===== src/rtl/sbt_pkg.sv =====
// Purpose: Shared constants and types for the sixteen-bit timer control block.
// Assumes: Byte-wide register port, 250 MHz core clock.
// Notes:   Register offsets follow the timer's own byte map.
package sbt_pkg;
	localparam int          ADDR_W        = 4;
	localparam int          DATA_W        = 8;
	localparam int          CNT_W         = 16;
	// Register offsets (low nibble of the byte map)
	localparam logic [3:0]  OFS_CTRL_TWO  = 4'h1;
	localparam logic [3:0]  OFS_CTRL_ONE  = 4'h2;
	localparam logic [3:0]  OFS_STATUS    = 4'h3;
	localparam logic [3:0]  OFS_CAP1_HI   = 4'h4;
	localparam logic [3:0]  OFS_CAP1_LO   = 4'h5;
	localparam logic [3:0]  OFS_CMP1_HI   = 4'h6;
	localparam logic [3:0]  OFS_CMP1_LO   = 4'h7;
	localparam logic [3:0]  OFS_CNT_HI    = 4'h8;
	localparam logic [3:0]  OFS_CNT_LO    = 4'h9;
	localparam logic [3:0]  OFS_ACNT_HI   = 4'hA;
	localparam logic [3:0]  OFS_ACNT_LO   = 4'hB;
	localparam logic [3:0]  OFS_CAP2_HI   = 4'hC;
	localparam logic [3:0]  OFS_CAP2_LO   = 4'hD;
	localparam logic [3:0]  OFS_CMP2_HI   = 4'hE;
	localparam logic [3:0]  OFS_CMP2_LO   = 4'hF;
	// Reset values
	localparam logic [7:0]  CTRL_RST      = 8'h00;
	localparam logic [15:0] CNT_RST       = 16'hFFFC;
	localparam logic [15:0] CMP_RST       = 16'h8000;
	localparam logic [15:0] CNT_MAX       = 16'hFFFF;
	localparam logic [15:0] PWM_RELOAD    = 16'hFFFC;
	// Status bit positions
	localparam int          ST_CAP1       = 7;
	localparam int          ST_CMP1       = 6;
	localparam int          ST_OVF        = 5;
	localparam int          ST_CAP2       = 4;
	localparam int          ST_CMP2       = 3;
	localparam int          ST_DIS        = 2;
	// Clock select codes
	localparam logic [1:0]  CLK_DIV4      = 2'h0;
	localparam logic [1:0]  CLK_DIV2      = 2'h1;
	localparam logic [1:0]  CLK_DIV8      = 2'h2;
	localparam logic [1:0]  CLK_EXT       = 2'h3;
	localparam logic [2:0]  PRE_MASK2     = 3'h1;
	localparam logic [2:0]  PRE_MASK4     = 3'h3;
	localparam logic [2:0]  PRE_MASK8     = 3'h7;

	// First control register layout, bit 7 down to bit 0
	typedef struct packed {
		logic captureIrqEnable;
		logic compareIrqEnable;
		logic overflowIrqEnable;
		logic forceOutputTwo;
		logic forceOutputOne;
		logic outputLevelTwo;
		logic captureEdgeOne;
		logic outputLevelOne;
	} sbt_ctrl_one_t;

	// Second control register layout, bit 7 down to bit 0
	typedef struct packed {
		logic       comparePinOneEnable;
		logic       comparePinTwoEnable;
		logic       onePulseSelect;
		logic       pulseWidthSelect;
		logic [1:0] clockSelectField;
		logic       captureEdgeTwo;
		logic       extClockEdge;
	} sbt_ctrl_two_t;

	// Compare pin outputs
	typedef struct packed {
		logic pinOne;
		logic pinOneEn;
		logic pinTwo;
		logic pinTwoEn;
	} sbt_cmp_pins_t;
endpackage


===== src/rtl/sbt_timer.sv =====
// Purpose: Control, status and event logic of a 16-bit free-running timer.
// Assumes: Pins are synchronous to clk; software strobes are single-cycle.
// Notes:   Flag clears take a status read then a low-byte access.
//
// Function
// RQ1: All five events share one interrupt line, gated by enables and global mask.
// RQ2: Capture enable lets either capture flag request an interrupt.
// RQ3: Compare enable lets either compare flag request an interrupt.
// RQ4: Overflow enable lets the overflow flag request an interrupt.
// RQ5: Force bits copy output levels to enabled pins without a match.
// RQ6: Compare-two match drives level two; in pulse modes onto pin one. One-pulse mode drives level two onto pin one at the capture-one edge instead.
// RQ7: Capture one triggers on rising edge if edge bit set, else falling.
// RQ8: Compare-one match copies level one to enabled pin one.
// RQ9: Pin enables only connect outputs; compare logic runs regardless.
// RQ10: One-pulse mode starts a pulse on capture-one edge; compare one ends it.
// RQ11: Pulse-width mode: compare one sets pulse, compare two sets period.
// RQ12: Clock field selects divide by 4, 2, 8 or external clock.
// RQ13: Without an external clock pin, external selection halts the counter.
// RQ14: Capture two triggers on rising edge if edge bit set, else falling.
// RQ15: External clock edge bit picks rising or falling counting edge.
// RQ16: Capture flag one sets on capture or pulse-width period end; cleared by sequence.
// RQ17: Compare flag one sets on match; cleared by status read then low access.
// RQ18: Overflow flag sets on wrap; only counter low access clears it.
// RQ19: Capture flag two sets on capture two; cleared by sequence.
// RQ20: Compare flag two sets on match; cleared by sequence.
// RQ21: Disable bit freezes prescaler, counter and compare pin outputs.
// RQ22: Events may wake from wait only; compare events absent in pulse-width mode.
// RQ23: Software reads status while the flag is set before the clearing access.
// RQ24: Writing counter low or alternate counter low resets the counter.
// RQ25: A flag event coinciding with its clearing access keeps the flag set.
//
// Local design decisions: the strobed register port and the register offsets.
`timescale 1ns/1ns
module sbt_timer
	import sbt_pkg::*;
#(
	parameter bit HAS_EXT_CLOCK = 1'b1
) (
	// Clock and reset
	input  wire logic                clk,
	input  wire logic                reset_n,
	// Register port
	input  wire logic [ADDR_W-1:0]   regAddr,
	input  wire logic [DATA_W-1:0]   regWrData,
	input  wire logic                regWrite,
	input  wire logic                regRead,
	output logic      [DATA_W-1:0]   regRdData,
	// Processor side
	input  wire logic                globalIrqMask,
	output logic                     timerIrq,
	output logic                     waitWakeup,
	// Timer pins
	input  wire logic                capturePinOne,
	input  wire logic                capturePinTwo,
	input  wire logic                extClockPin,
	output sbt_cmp_pins_t            comparePins
);

	sbt_ctrl_one_t     ctrlOne_r;
	sbt_ctrl_two_t     ctrlTwo_r;
	logic              disable_r;
	logic [4:0]        flags_r;
	logic [4:0]        flagsSeen_r;
	logic [CNT_W-1:0]  count_r;
	logic [CNT_W-1:0]  cmpOne_r;
	logic [CNT_W-1:0]  cmpTwo_r;
	logic [CNT_W-1:0]  cmpOneAct_r;
	logic [CNT_W-1:0]  cmpTwoAct_r;
	logic [CNT_W-1:0]  capOne_r;
	logic [CNT_W-1:0]  capTwo_r;
	logic [2:0]        presc_r;
	logic              capOnePrev_r;
	logic              capTwoPrev_r;
	logic              extPrev_r;
	logic              pinOneLvl_r;
	logic              pinTwoLvl_r;
	logic              cmpOneArmed_r;
	logic              cmpTwoArmed_r;
	logic              pulseActive_r;
	logic [DATA_W-1:0] rdData_nxt;

	logic pwmMode;
	logic opmMode;
	logic tick;
	logic capOneEdge;
	logic capTwoEdge;
	logic cmpOneHit;
	logic cmpTwoHit;
	logic wrap;
	logic cntWrite;
	logic [4:0] flagSet;
	logic [4:0] flagClr;
	logic [2:0] prescMask;

	// Active-edge test shared by both capture inputs and the external clock
	function automatic logic edgeSeen(input logic prev, input logic now, input logic rising);
		edgeSeen = rising ? (!prev && now) : (prev && !now);
	endfunction

	// Low-byte access test used by the flag clear sequence
	function automatic logic lowAccess(input logic [ADDR_W-1:0] ofs);
		lowAccess = (regRead || regWrite) && regAddr == ofs;
	endfunction

	// Mode decode; pulse-width wins over one-pulse
	assign pwmMode = ctrlTwo_r.pulseWidthSelect;
	assign opmMode = ctrlTwo_r.onePulseSelect && !pwmMode;

	// Input sampling for edge detection
	always_ff @(posedge clk) begin
		if (!reset_n) begin
			capOnePrev_r <= 1'b0;
			capTwoPrev_r <= 1'b0;
			extPrev_r    <= 1'b0;
		end else begin
			capOnePrev_r <= capturePinOne;
			capTwoPrev_r <= capturePinTwo;
			extPrev_r    <= extClockPin;
		end
	end

	assign capOneEdge = edgeSeen(capOnePrev_r, capturePinOne, ctrlOne_r.captureEdgeOne); // see RQ7
	assign capTwoEdge = edgeSeen(capTwoPrev_r, capturePinTwo, ctrlTwo_r.captureEdgeTwo); // see RQ14

	// Prescaler mask per clock selection
	always_comb begin
		case (ctrlTwo_r.clockSelectField) // see RQ12
			CLK_DIV2: prescMask = PRE_MASK2;
			CLK_DIV8: prescMask = PRE_MASK8;
			default:  prescMask = PRE_MASK4;
		endcase
	end

	// Counter tick source
	always_comb begin
		if (disable_r) begin
			tick = 1'b0; // see RQ21
		end else if (ctrlTwo_r.clockSelectField == CLK_EXT) begin
			tick = HAS_EXT_CLOCK && edgeSeen(extPrev_r, extClockPin, ctrlTwo_r.extClockEdge); // see RQ13, RQ15
		end else begin
			tick = (presc_r & prescMask) == prescMask;
		end
	end

	// Prescaler, frozen while disabled
	always_ff @(posedge clk) begin
		if (!reset_n) begin
			presc_r <= 3'h0;
		end else if (!disable_r) begin
			presc_r <= presc_r + 3'h1; // see RQ21
		end
	end

	// A compare stays inhibited between its high and low byte writes
	assign cmpOneHit = tick && cmpOneArmed_r && count_r == cmpOneAct_r;
	assign cmpTwoHit = tick && cmpTwoArmed_r && count_r == cmpTwoAct_r;
	assign wrap      = tick && count_r == CNT_MAX && !(pwmMode && cmpTwoHit);
	assign cntWrite  = regWrite && (regAddr == OFS_CNT_LO || regAddr == OFS_ACNT_LO);

	// Free-running counter with reload on write and at pulse-width period end
	always_ff @(posedge clk) begin
		if (!reset_n) begin
			count_r <= CNT_RST;
		end else if (cntWrite) begin
			count_r <= CNT_RST; // see RQ24
		end else if (pwmMode && cmpTwoHit) begin
			count_r <= PWM_RELOAD; // see RQ11
		end else if (opmMode && capOneEdge) begin
			count_r <= PWM_RELOAD; // see RQ10
		end else if (tick) begin
			count_r <= count_r + 16'h0001;
		end
	end

	// Compare registers; the high write inhibits compare until the low write
	always_ff @(posedge clk) begin
		if (!reset_n) begin
			cmpOne_r      <= CMP_RST;
			cmpTwo_r      <= CMP_RST;
			cmpOneArmed_r <= 1'b1;
			cmpTwoArmed_r <= 1'b1;
		end else if (regWrite) begin
			case (regAddr)
				OFS_CMP1_HI: begin
					cmpOne_r[15:8] <= regWrData;
					cmpOneArmed_r  <= 1'b0;
				end
				OFS_CMP1_LO: begin
					cmpOne_r[7:0]  <= regWrData;
					cmpOneArmed_r  <= 1'b1;
				end
				OFS_CMP2_HI: begin
					cmpTwo_r[15:8] <= regWrData;
					cmpTwoArmed_r  <= 1'b0;
				end
				OFS_CMP2_LO: begin
					cmpTwo_r[7:0]  <= regWrData;
					cmpTwoArmed_r  <= 1'b1;
				end
				default: ;
			endcase
		end
	end

	// Active compare values; double-buffered at period end in pulse-width mode
	always_ff @(posedge clk) begin
		if (!reset_n) begin
			cmpOneAct_r <= CMP_RST;
			cmpTwoAct_r <= CMP_RST;
		end else if (!pwmMode || cmpTwoHit) begin
			cmpOneAct_r <= cmpOne_r;
			cmpTwoAct_r <= cmpTwo_r;
		end
	end

	// Captures; pin one is not a capture source in pulse modes
	always_ff @(posedge clk) begin
		if (!reset_n) begin
			capOne_r <= 16'h0000;
			capTwo_r <= 16'h0000;
		end else begin
			if (capOneEdge && !pwmMode && !opmMode) begin
				capOne_r <= count_r;
			end
			if (capTwoEdge) begin
				capTwo_r <= count_r;
			end
		end
	end

	// Flag set events, in status bit order capture1, compare1, overflow, capture2, compare2
	assign flagSet[4] = (capOneEdge && !pwmMode && !opmMode) || (pwmMode && cmpTwoHit); // see RQ16
	assign flagSet[3] = cmpOneHit && cmpOneArmed_r && !pwmMode && !opmMode; // see RQ17, RQ22
	assign flagSet[2] = wrap; // see RQ18
	assign flagSet[1] = capTwoEdge; // see RQ19
	assign flagSet[0] = cmpTwoHit && cmpTwoArmed_r && !pwmMode; // see RQ20, RQ22

	// Clearing access to each flag's low byte; alternate counter excluded
	assign flagClr[4] = flagsSeen_r[4] && lowAccess(OFS_CAP1_LO); // see RQ16
	assign flagClr[3] = flagsSeen_r[3] && lowAccess(OFS_CMP1_LO); // see RQ17
	assign flagClr[2] = flagsSeen_r[2] && lowAccess(OFS_CNT_LO); // see RQ18
	assign flagClr[1] = flagsSeen_r[1] && lowAccess(OFS_CAP2_LO); // see RQ19
	assign flagClr[0] = flagsSeen_r[0] && lowAccess(OFS_CMP2_LO); // see RQ20

	// Event flags; a set in the clearing cycle wins
	genvar gi;
	generate
		for (gi = 0; gi < 5; gi++) begin : gFlag
			always_ff @(posedge clk) begin
				if (!reset_n) begin
					flags_r[gi]     <= 1'b0;
					flagsSeen_r[gi] <= 1'b0;
				end else begin
					flags_r[gi] <= flagSet[gi] | (flags_r[gi] & ~flagClr[gi]); // see RQ25
					if (regRead && regAddr == OFS_STATUS) begin
						flagsSeen_r[gi] <= flags_r[gi]; // see RQ23
					end else if (flagClr[gi]) begin
						flagsSeen_r[gi] <= 1'b0;
					end
				end
			end
		end
	endgenerate

	// Control registers and disable bit
	always_ff @(posedge clk) begin
		if (!reset_n) begin
			ctrlOne_r <= CTRL_RST;
			ctrlTwo_r <= CTRL_RST;
			disable_r <= 1'b0;
		end else if (regWrite) begin
			case (regAddr)
				OFS_CTRL_ONE: ctrlOne_r <= regWrData;
				OFS_CTRL_TWO: ctrlTwo_r <= regWrData;
				OFS_STATUS:   disable_r <= regWrData[ST_DIS]; // see RQ21
				default: ;
			endcase
		end
	end

	// One-pulse activity tracking
	always_ff @(posedge clk) begin
		if (!reset_n) begin
			pulseActive_r <= 1'b0;
		end else if (!opmMode) begin
			pulseActive_r <= 1'b0;
		end else if (capOneEdge) begin
			pulseActive_r <= 1'b1; // see RQ10
		end else if (cmpOneHit) begin
			pulseActive_r <= 1'b0;
		end
	end

	// Compare output levels; forced writes act without a match
	always_ff @(posedge clk) begin
		if (!reset_n) begin
			pinOneLvl_r <= 1'b0;
			pinTwoLvl_r <= 1'b0;
		end else if (pwmMode) begin
			if (cmpTwoHit) begin
				pinOneLvl_r <= ctrlOne_r.outputLevelTwo; // see RQ6, RQ11
			end else if (cmpOneHit) begin
				pinOneLvl_r <= ctrlOne_r.outputLevelOne; // see RQ11
			end
		end else if (opmMode) begin
			if (capOneEdge) begin
				pinOneLvl_r <= ctrlOne_r.outputLevelTwo; // see RQ6, RQ10
			end else if (pulseActive_r && cmpOneHit) begin
				pinOneLvl_r <= ctrlOne_r.outputLevelOne; // see RQ10
			end
		end else begin
			if (cmpOneHit || ctrlOne_r.forceOutputOne) begin
				pinOneLvl_r <= ctrlOne_r.outputLevelOne; // see RQ8, RQ5
			end
			if (cmpTwoHit || ctrlOne_r.forceOutputTwo) begin
				pinTwoLvl_r <= ctrlOne_r.outputLevelTwo; // see RQ6, RQ5
			end
		end
	end

	// Pin drive; enables only connect the pins, disable blocks both
	always_comb begin
		comparePins.pinOne   = pinOneLvl_r;
		comparePins.pinTwo   = pinTwoLvl_r;
		comparePins.pinOneEn = ctrlTwo_r.comparePinOneEnable && !disable_r; // see RQ9, RQ21
		comparePins.pinTwoEn = ctrlTwo_r.comparePinTwoEnable && !disable_r && !opmMode && !pwmMode; // see RQ9
	end

	// Shared interrupt request
	always_comb begin
		waitWakeup = (ctrlOne_r.captureIrqEnable  && (flags_r[4] || flags_r[1])) // see RQ2
		          || (ctrlOne_r.compareIrqEnable  && (flags_r[3] || flags_r[0])) // see RQ3
		          || (ctrlOne_r.overflowIrqEnable && flags_r[2]); // see RQ4
		timerIrq   = waitWakeup && !globalIrqMask; // see RQ1, RQ22
	end

	// Read mux
	always_comb begin
		case (regAddr)
			OFS_CTRL_ONE: rdData_nxt = ctrlOne_r;
			OFS_CTRL_TWO: rdData_nxt = ctrlTwo_r;
			OFS_STATUS:   rdData_nxt = {flags_r, disable_r, 2'b00};
			OFS_CAP1_HI:  rdData_nxt = capOne_r[15:8];
			OFS_CAP1_LO:  rdData_nxt = capOne_r[7:0];
			OFS_CMP1_HI:  rdData_nxt = cmpOne_r[15:8];
			OFS_CMP1_LO:  rdData_nxt = cmpOne_r[7:0];
			OFS_CNT_HI,
			OFS_ACNT_HI:  rdData_nxt = count_r[15:8];
			OFS_CNT_LO,
			OFS_ACNT_LO:  rdData_nxt = count_r[7:0];
			OFS_CAP2_HI:  rdData_nxt = capTwo_r[15:8];
			OFS_CAP2_LO:  rdData_nxt = capTwo_r[7:0];
			OFS_CMP2_HI:  rdData_nxt = cmpTwo_r[15:8];
			OFS_CMP2_LO:  rdData_nxt = cmpTwo_r[7:0];
			default:      rdData_nxt = 8'h00;
		endcase
	end

	// Read data register, valid the cycle after the strobe
	always_ff @(posedge clk) begin
		if (!reset_n) begin
			regRdData <= 8'h00;
		end else if (regRead) begin
			regRdData <= rdData_nxt;
		end else begin
			regRdData <= 8'h00;
		end
	end
endmodule


===== config.mk =====
export PLATFORM = sky130hd
export DESIGN_NAME = sbt_timer
export DESIGN_NICKNAME = d
export VERILOG_FILES = /design/src/rtl/sbt_pkg.sv /design/src/rtl/sbt_timer.sv
export SDC_FILE = /design/constraint.sdc
export NUM_CORES = 1
export LEC_CHECK = 0
export BUFFER_PORTS_ARGS = -buffer_cell sky130_fd_sc_hd__buf_2
export CELL_PAD_IN_SITES_DETAIL_PLACEMENT = 2
export CELL_PAD_IN_SITES_GLOBAL_PLACEMENT = 2
export CORE_ASPECT_RATIO = 0.9
export CORE_MARGIN = 3
export CORE_UTILIZATION = 35
export CTS_CLUSTER_SIZE = 8
export DETAILED_ROUTE_END_ITERATION = 6
export PLACE_DENSITY = 0.75
export SETUP_SLACK_MARGIN = 0.4
export SKIP_LAST_GASP = 1
export SYNTH_ARGS = -nofsm -noshare
export SYNTH_HDL_FRONTEND = slang
export SYNTH_SLANG_ARGS = --single-unit

===== constraint.sdc =====
create_clock -name clk -period 1.7 [get_ports clk]
set_input_delay 0.085 -clock clk [delete_from_list [all_inputs] [get_ports clk]]
set_output_delay 0.085 -clock clk [all_outputs]
set_load 0.01 [all_outputs]

=== Word level (Yosys, flattened, before mapping) ===
Index checks and enable logic that the tools add are counted.

* Input bits: 20
* Register bits after elaboration: 158
* Logic and storage cells: 207

* $add $sub $neg: 2
* Reduce and logical (&&, ||, !) cells: 89
* Mux-type cells: 28
* Eq/ne operators: 24
* Bitwise logic cells: 19

{| class="wikitable"
|+ Operators by type and width
! operator !! count
|-
| 8-bit case mux with 13 select lines || 1
|-
| 1-bit logical AND || 43
|-
| 16-bit equality test || 2
|-
| 4-bit equality test (second input constant) || 8
|-
| 1-bit two-way mux || 24
|-
| 2-bit AND reduction || 11
|-
| 16-bit by 1-bit adder with 16-bit output (second input constant) || 1
|-
| 16-bit equality test (second input constant) || 1
|-
| 4-bit by 3-bit equality test with 1-bit output (second input constant) || 4
|-
| 2-bit nonzero test || 8
|-
| 1-bit logical NOT || 11
|-
| 1-bit logical OR || 10
|-
| 4-bit by 2-bit equality test with 1-bit output (second input constant) || 2
|-
| 1-bit inverter || 8
|-
| 3-bit case mux with 2 select lines || 1
|-
| 3-bit AND reduction || 2
|-
| 1-bit AND || 5
|-
| 1-bit OR || 5
|-
| 2-bit equality test (second input constant) || 2
|-
| 4-bit by 1-bit equality test with 1-bit output (second input constant) || 1
|-
| 4-bit by 2-bit != test with 1-bit output (second input constant) || 1
|-
| 1-bit case mux with 2 select lines || 2
|-
| 2-bit OR reduction || 2
|-
| 4-bit OR reduction || 1
|-
| other kinds (6) || 6
|}

=== Logic depth before layout (Yosys ltp) ===
* Depth after elaboration: 13
* Depth in mapped cells: 9
* Gate-level depth less buffers: 7

=== Least setup slack after synthesis ===
Ideal clock, no wire load.

* Path type: register to register
* Start point: register ctrlTwo_r[0] in the netlist's numbering
* End point: register count_r[15]
* Arrival: 1705 ps
* Library setup time: 115 ps
* Buffers on the path: 1
* Clock period less this slack: 1821 ps
* Cell stages (with the launch flop): 9
* Path slack: -121 ps
* Cells stage by stage: dfxtp_1 > nor2b_1 > a221oi_2 > nor4_4 > nand4_2 > nand2_1 > a311oi_4 > buf_4 > nand2_1

* Longest elaborated chain between the ends: 7

{| class="wikitable"
|+ Ends and longest elaborated chain
! what !! RTL line !! RTL
|-
| start: declaration || sbt_timer.sv:60 || <nowiki>sbt_ctrl_two_t ctrlTwo_r;</nowiki>
|-
| start signal: assignment || sbt_timer.sv:274 || <nowiki>OFS_CTRL_TWO: ctrlTwo_r <= regWrData;</nowiki>
|-
| 1-bit two-way mux * || sbt_timer.sv:97 || <nowiki>edgeSeen = rising ? (!prev && now) : (prev && !now);</nowiki>
|-
| 1-bit two-way mux * || sbt_timer.sv:138 || <nowiki>end else if (ctrlTwo_r.clockSelectField == CLK_EXT) begin</nowiki>
|-
| 1-bit two-way mux * || sbt_timer.sv:136 || <nowiki>if (disable_r) begin</nowiki>
|-
| 1-bit logical AND (2 in series) || sbt_timer.sv:156 || <nowiki>assign cmpTwoHit = tick && cmpTwoArmed_r && count_r == cmpTwoAct_r;</nowiki>
|-
| 1-bit logical AND || sbt_timer.sv:166 || <nowiki>end else if (pwmMode && cmpTwoHit) begin</nowiki>
|-
| 4-bit OR reduction (no line) || - ||
|-
| end signal: assignment || sbt_timer.sv:171 || <nowiki>count_r <= count_r + 16'h0001;</nowiki>
|-
| end: declaration || sbt_timer.sv:64 || <nowiki>logic [CNT_W-1:0] count_r;</nowiki>
|}

Mark *: on every way between the ends. The rest lies on a longest branch, timed or not.
A chain may end at the register's enable or synchronous reset.

=== Final worst setup path ===
* Start point: register ctrlTwo_r[0] in the netlist's numbering
* End point: register cmpOneAct_r[0]

* Longest elaborated chain between the ends: 6

{| class="wikitable"
|+ Ends and longest elaborated chain
! what !! RTL line !! RTL
|-
| 1-bit two-way mux || sbt_timer.sv:97 ||
|-
| 1-bit two-way mux || sbt_timer.sv:138 ||
|-
| 1-bit two-way mux || sbt_timer.sv:136 ||
|-
| 1-bit logical AND (2 in series) || sbt_timer.sv:156 ||
|-
| 1-bit logical OR || sbt_timer.sv:210 || <nowiki>end else if (!pwmMode || cmpTwoHit) begin</nowiki>
|-
| end signal: assignment || sbt_timer.sv:211 || <nowiki>cmpOneAct_r <= cmpOne_r;</nowiki>
|-
| end: declaration || sbt_timer.sv:67 || <nowiki>logic [CNT_W-1:0] cmpOneAct_r;</nowiki>
|}

Every way passes these cells.

==> metrics.md <==
| Metric | Value |
|---|---|
| Status | complete, but fails checks |
| Violated checks | setup timing |
| Final Cycle Share | 1.344 |
| Power Density | 816.0 nW/um2 |
| Area share of the largest cell type after synthesis | 0.4312 |
| Post-synth cell types | 58 |
| Hold crit path type | input port to flop |
| Gpl congestion | 0.9575 |
| Drt pass-1 iters | 6 |
| CP Data Arrival Time | 2580 ps |
| Max-cap violations | 0 |
| Leakage power | 0.004388 uW |
| Crit path max fanout | 8 |
| Post-synthesis average cell area | 8.796 um2 |
| Most frequent cell after synthesis | dfxtp_1 |
| Max Fclk | 437.5 MHz |
| First-pass GRT wire length | 57,420 um |
| Final WS setup | -585.6 ps |
| DR WL/cell | 34.32 um |
| Fill cell count | 2,006 |
| Synth Net Count | 856 |
| Critical R2R Launch | ctrlTwo_r[0] |
| Power, Total | 8740 uW |
| # rows | 49 |
| Final Non-Filler Cells | 1,299 |
| CTS tree | built |
| Min Tclk post-route | 2286 ps |
| Largest net degree at the start of global routing | 124 |
| CP cell instances | nor2b_4 > a221oi_4 > nor4_4 > buf_4 > a31oi_4 > buf_6 > buf_12 > mux2i_1 > nor2_1 |
| CP peak stage delay | 380 ps |
| Worst vdd ir | 0.0009539 V |
| Sequential fraction of the synthesis area | 0.4312 |
| WHS Path Cells | 3 |
| Clk root buf | clkbuf_16 |
| Slowest-stage cell, CP | a221oi_4 |
| Post-Route Setup TNS | -24,640 ps |
| Clock skew | 18.48 ps |
| Reg2reg setup slack | -590 ps |
| Cell total after placement | 1,214 |
| Hold endpoint | disable_r |
| Setup CP Type | flop to flop |
| Number of global-route vias before repair | 8,256 |
| Min-delay src | regWrData[2] |
| Synthesis-to-finish area growth | 46.02% |
| Met2 Use GR | 0.5924 |
| Initial Util | 0.3615 |
| Layout cells sized above 1 | 0.4043 |
| Clock transition at path regs | 80 ps |
| Vias per std cell | 6.099 |
| M3 GR Usage | 0.08311 |
| Worst setup EP type | flop |
| Final hold vios | 0 |
| Clock latency on the worst-skew pair | 460 ps |
| All-Layer GR Usage | 0.3555 |
| Routed WL | 44,580 um |
| Worst R2R Path Depth | 9 |
| Overflow after GRT | 0 |
| Initial DRC Count | 944 |
| Cell taking the most area after synthesis | dfxtp_1 |
| Dpl ws | -423.1 ps |
| IO Pins | 34 |
| Clk sinks | 158 |
| WP data required | 2000 ps |
| Reg-to-reg endpoint | cmpOneAct_r[0] |
| Met1 Track Usage GR | 0.4320 |
| Die area | 22,740 um2 |
| Final Cell Area | 10,710 um2 |
| Die X | 158.6 um |
| Max Root-Sink Buffers | 2 |
| Core ar. | 20,290 um2 |
| Post-synth top cells | 158 x dfxtp_1, 110 x nor2_1, 104 x nand2_1, 88 x mux2i_1, 54 x a21oi_1 |
| Nets | 1,029 |
| Total number of vias | 7,923 |
| Slew Viols, Final | 0 |
| Crit start category | flop |
| Worst-Margin Slew | 601.8 ps |
| TritonCTS Buffers | 17 |
| Post-synth EDFFs | 0 |
| Synth Register Bits | 158 |
| Antenna diode count | 0 |
| Most Crowded Layer GR | met2 |
| Final setup viols | 68 |
| H-tree levels | 4 |
| Post-Syn Instances | 834 |
| DP Area | 8803 um2 |
| Synth warn | 0 |
| Top_reg_cell synth | dfxtp_1 |
| Post-synth ARST share | 0 |
| RSZ-0062 raised after global routing | yes |
| Antenna Violating Nets Remaining | 0 |
| Die H | 143.3 um |
| Synthesized area | 7336 um2 |
| Port bufs | 33 |
| Drt drc | 0 |
| Worst rel slew slack | 0.5988 |
| Synth area leaders | dfxtp_1 43%, mux2i_1 12%, nor2_1 5.6% |
| DP HPWL | 24,080 um |
| Initial antenna violation count | 1 |
layer usage:
metal,vias up,part of all wire
met3,167,0.081
li1,3236,-
met5,-,0.00029
met2,456,0.47
met4,2,0.058
met1,4062,0.39
state kept, by name (all words and copies together), names as in the netlist, 7 cells and up:
name,flops
cmpTwo_r,16
cmpOneAct_r,16
regRdData,8
ctrlOne_r,8
capTwo_r,16
ctrlTwo_r,7
cmpOne_r,16
cmpTwoAct_r,16
count_r,16
capOne_r,16
layout make-up:
class,instances,area (um2),area share
clock buffers,17,425.4,0.03972
clock inverters,14,126.4,0.01180
inverters,7,27.53,0.002570
multi-input cells,605,4569,0.4266
flip-flops and latches,158,3258,0.3042
well taps,280,350.3,0.03271
repair buffers,218,1954,0.1825
layout by cell type (no fill, tap or decap), drive strengths merged, types with 3 or more instances in the layout:
cell	instances
clkbuf	20
mux2i	88
o22ai	3
a22o	14
nand2b	7
and2	8
a32o	3
xnor2	25
nand4	9
xor2	23
nor3	11
clkinvlp	3
a21oi	56
inv	14
dfxtp	158
clkinv	4
and3	8
nor2b	19
a222oi	5
a221oi	5
buf	208
nor4	5
nand2	104
dlygate4sd3	7
a31oi	6
a22oi	14
o21ai	13
o211ai	4
nor3b	3
nand3	36
mux2	4
nor2	112
how the worst max path moves through the flow:
| stage | start | end | slack (ps) |
|---|---|---|---|
| 2_1_floorplan | presc_r[2] | count_r[10] | -50 |
| 3_3_place_gp | count_r[9] | cmpTwoAct_r[12] | -400 |
| 3_5_place_dp | count_r[9] | cmpTwoAct_r[9] | -420 |
| 4_1_cts | ctrlTwo_r[0] | cmpTwoAct_r[4] | -350 |
| 5_1_grt | ctrlTwo_r[0] | cmpOneAct_r[0] | -620 |
| 6_report | ctrlTwo_r[0] | cmpOneAct_r[0] | -590 |
worst max-delay path: cells and delay by family (launching register included):
family / cells / cell delay, ps
buffers and inverters: 3 / 500
AOI/OAI and AO/OA: 2 / 640
and+or+nand+nor: 3 / 350
DFF: 1 / 350
muxes: 1 / 280
per-stage QoR:
stage / util / hold WS, ps
after global routing: 0.5278 / 23.03
final: 0.5278 / 6.548
after floorplan: - / 206.6
after CTS: 0.4960 / 4.048
after detailed placement: 0.4338 / 367.4
after global placement: 0.4338 / 322.8
kinds of logic (layout without fill, tap and decap cells):
| family | Yosys count | in the layout | share of synthesized area |
|---|---|---|---|
| DFF | 158 | 158 | 0.4312 |
| adders and majority gates | 2 | 2 | 0.003411 |
| buffers and inverters | 71 | 256 | 0.04383 |
| and+or+nand+nor | 327 | 327 | 0.2091 |
| AOI/OAI and AO/OA | 136 | 136 | 0.1289 |
| muxes | 92 | 92 | 0.1262 |
| xor gates and xnor gates | 48 | 48 | 0.05731 |
power breakdown:
group / internal (uW) / leakage [uW] / switching, uW
Combinational: 414 / 0.00283 / 599
Clock: 1920 / 0.000263 / 1960
Sequential: 3760 / 0.00129 / 88.7
Total: 6090 / 0.00439 / 2650
timing repair:
action | CTS | global route
endpoints found under the setup margin | 106 | 120
resized for setup | 115 | 114
gates cloned | 3 | 2
hold buffers | 7 | 0
pin swaps | 35 | 50
buffers inserted | 25 | 17
endpoints found under the hold margin | 10 | 0
Power figures use the tool's default switching activity.
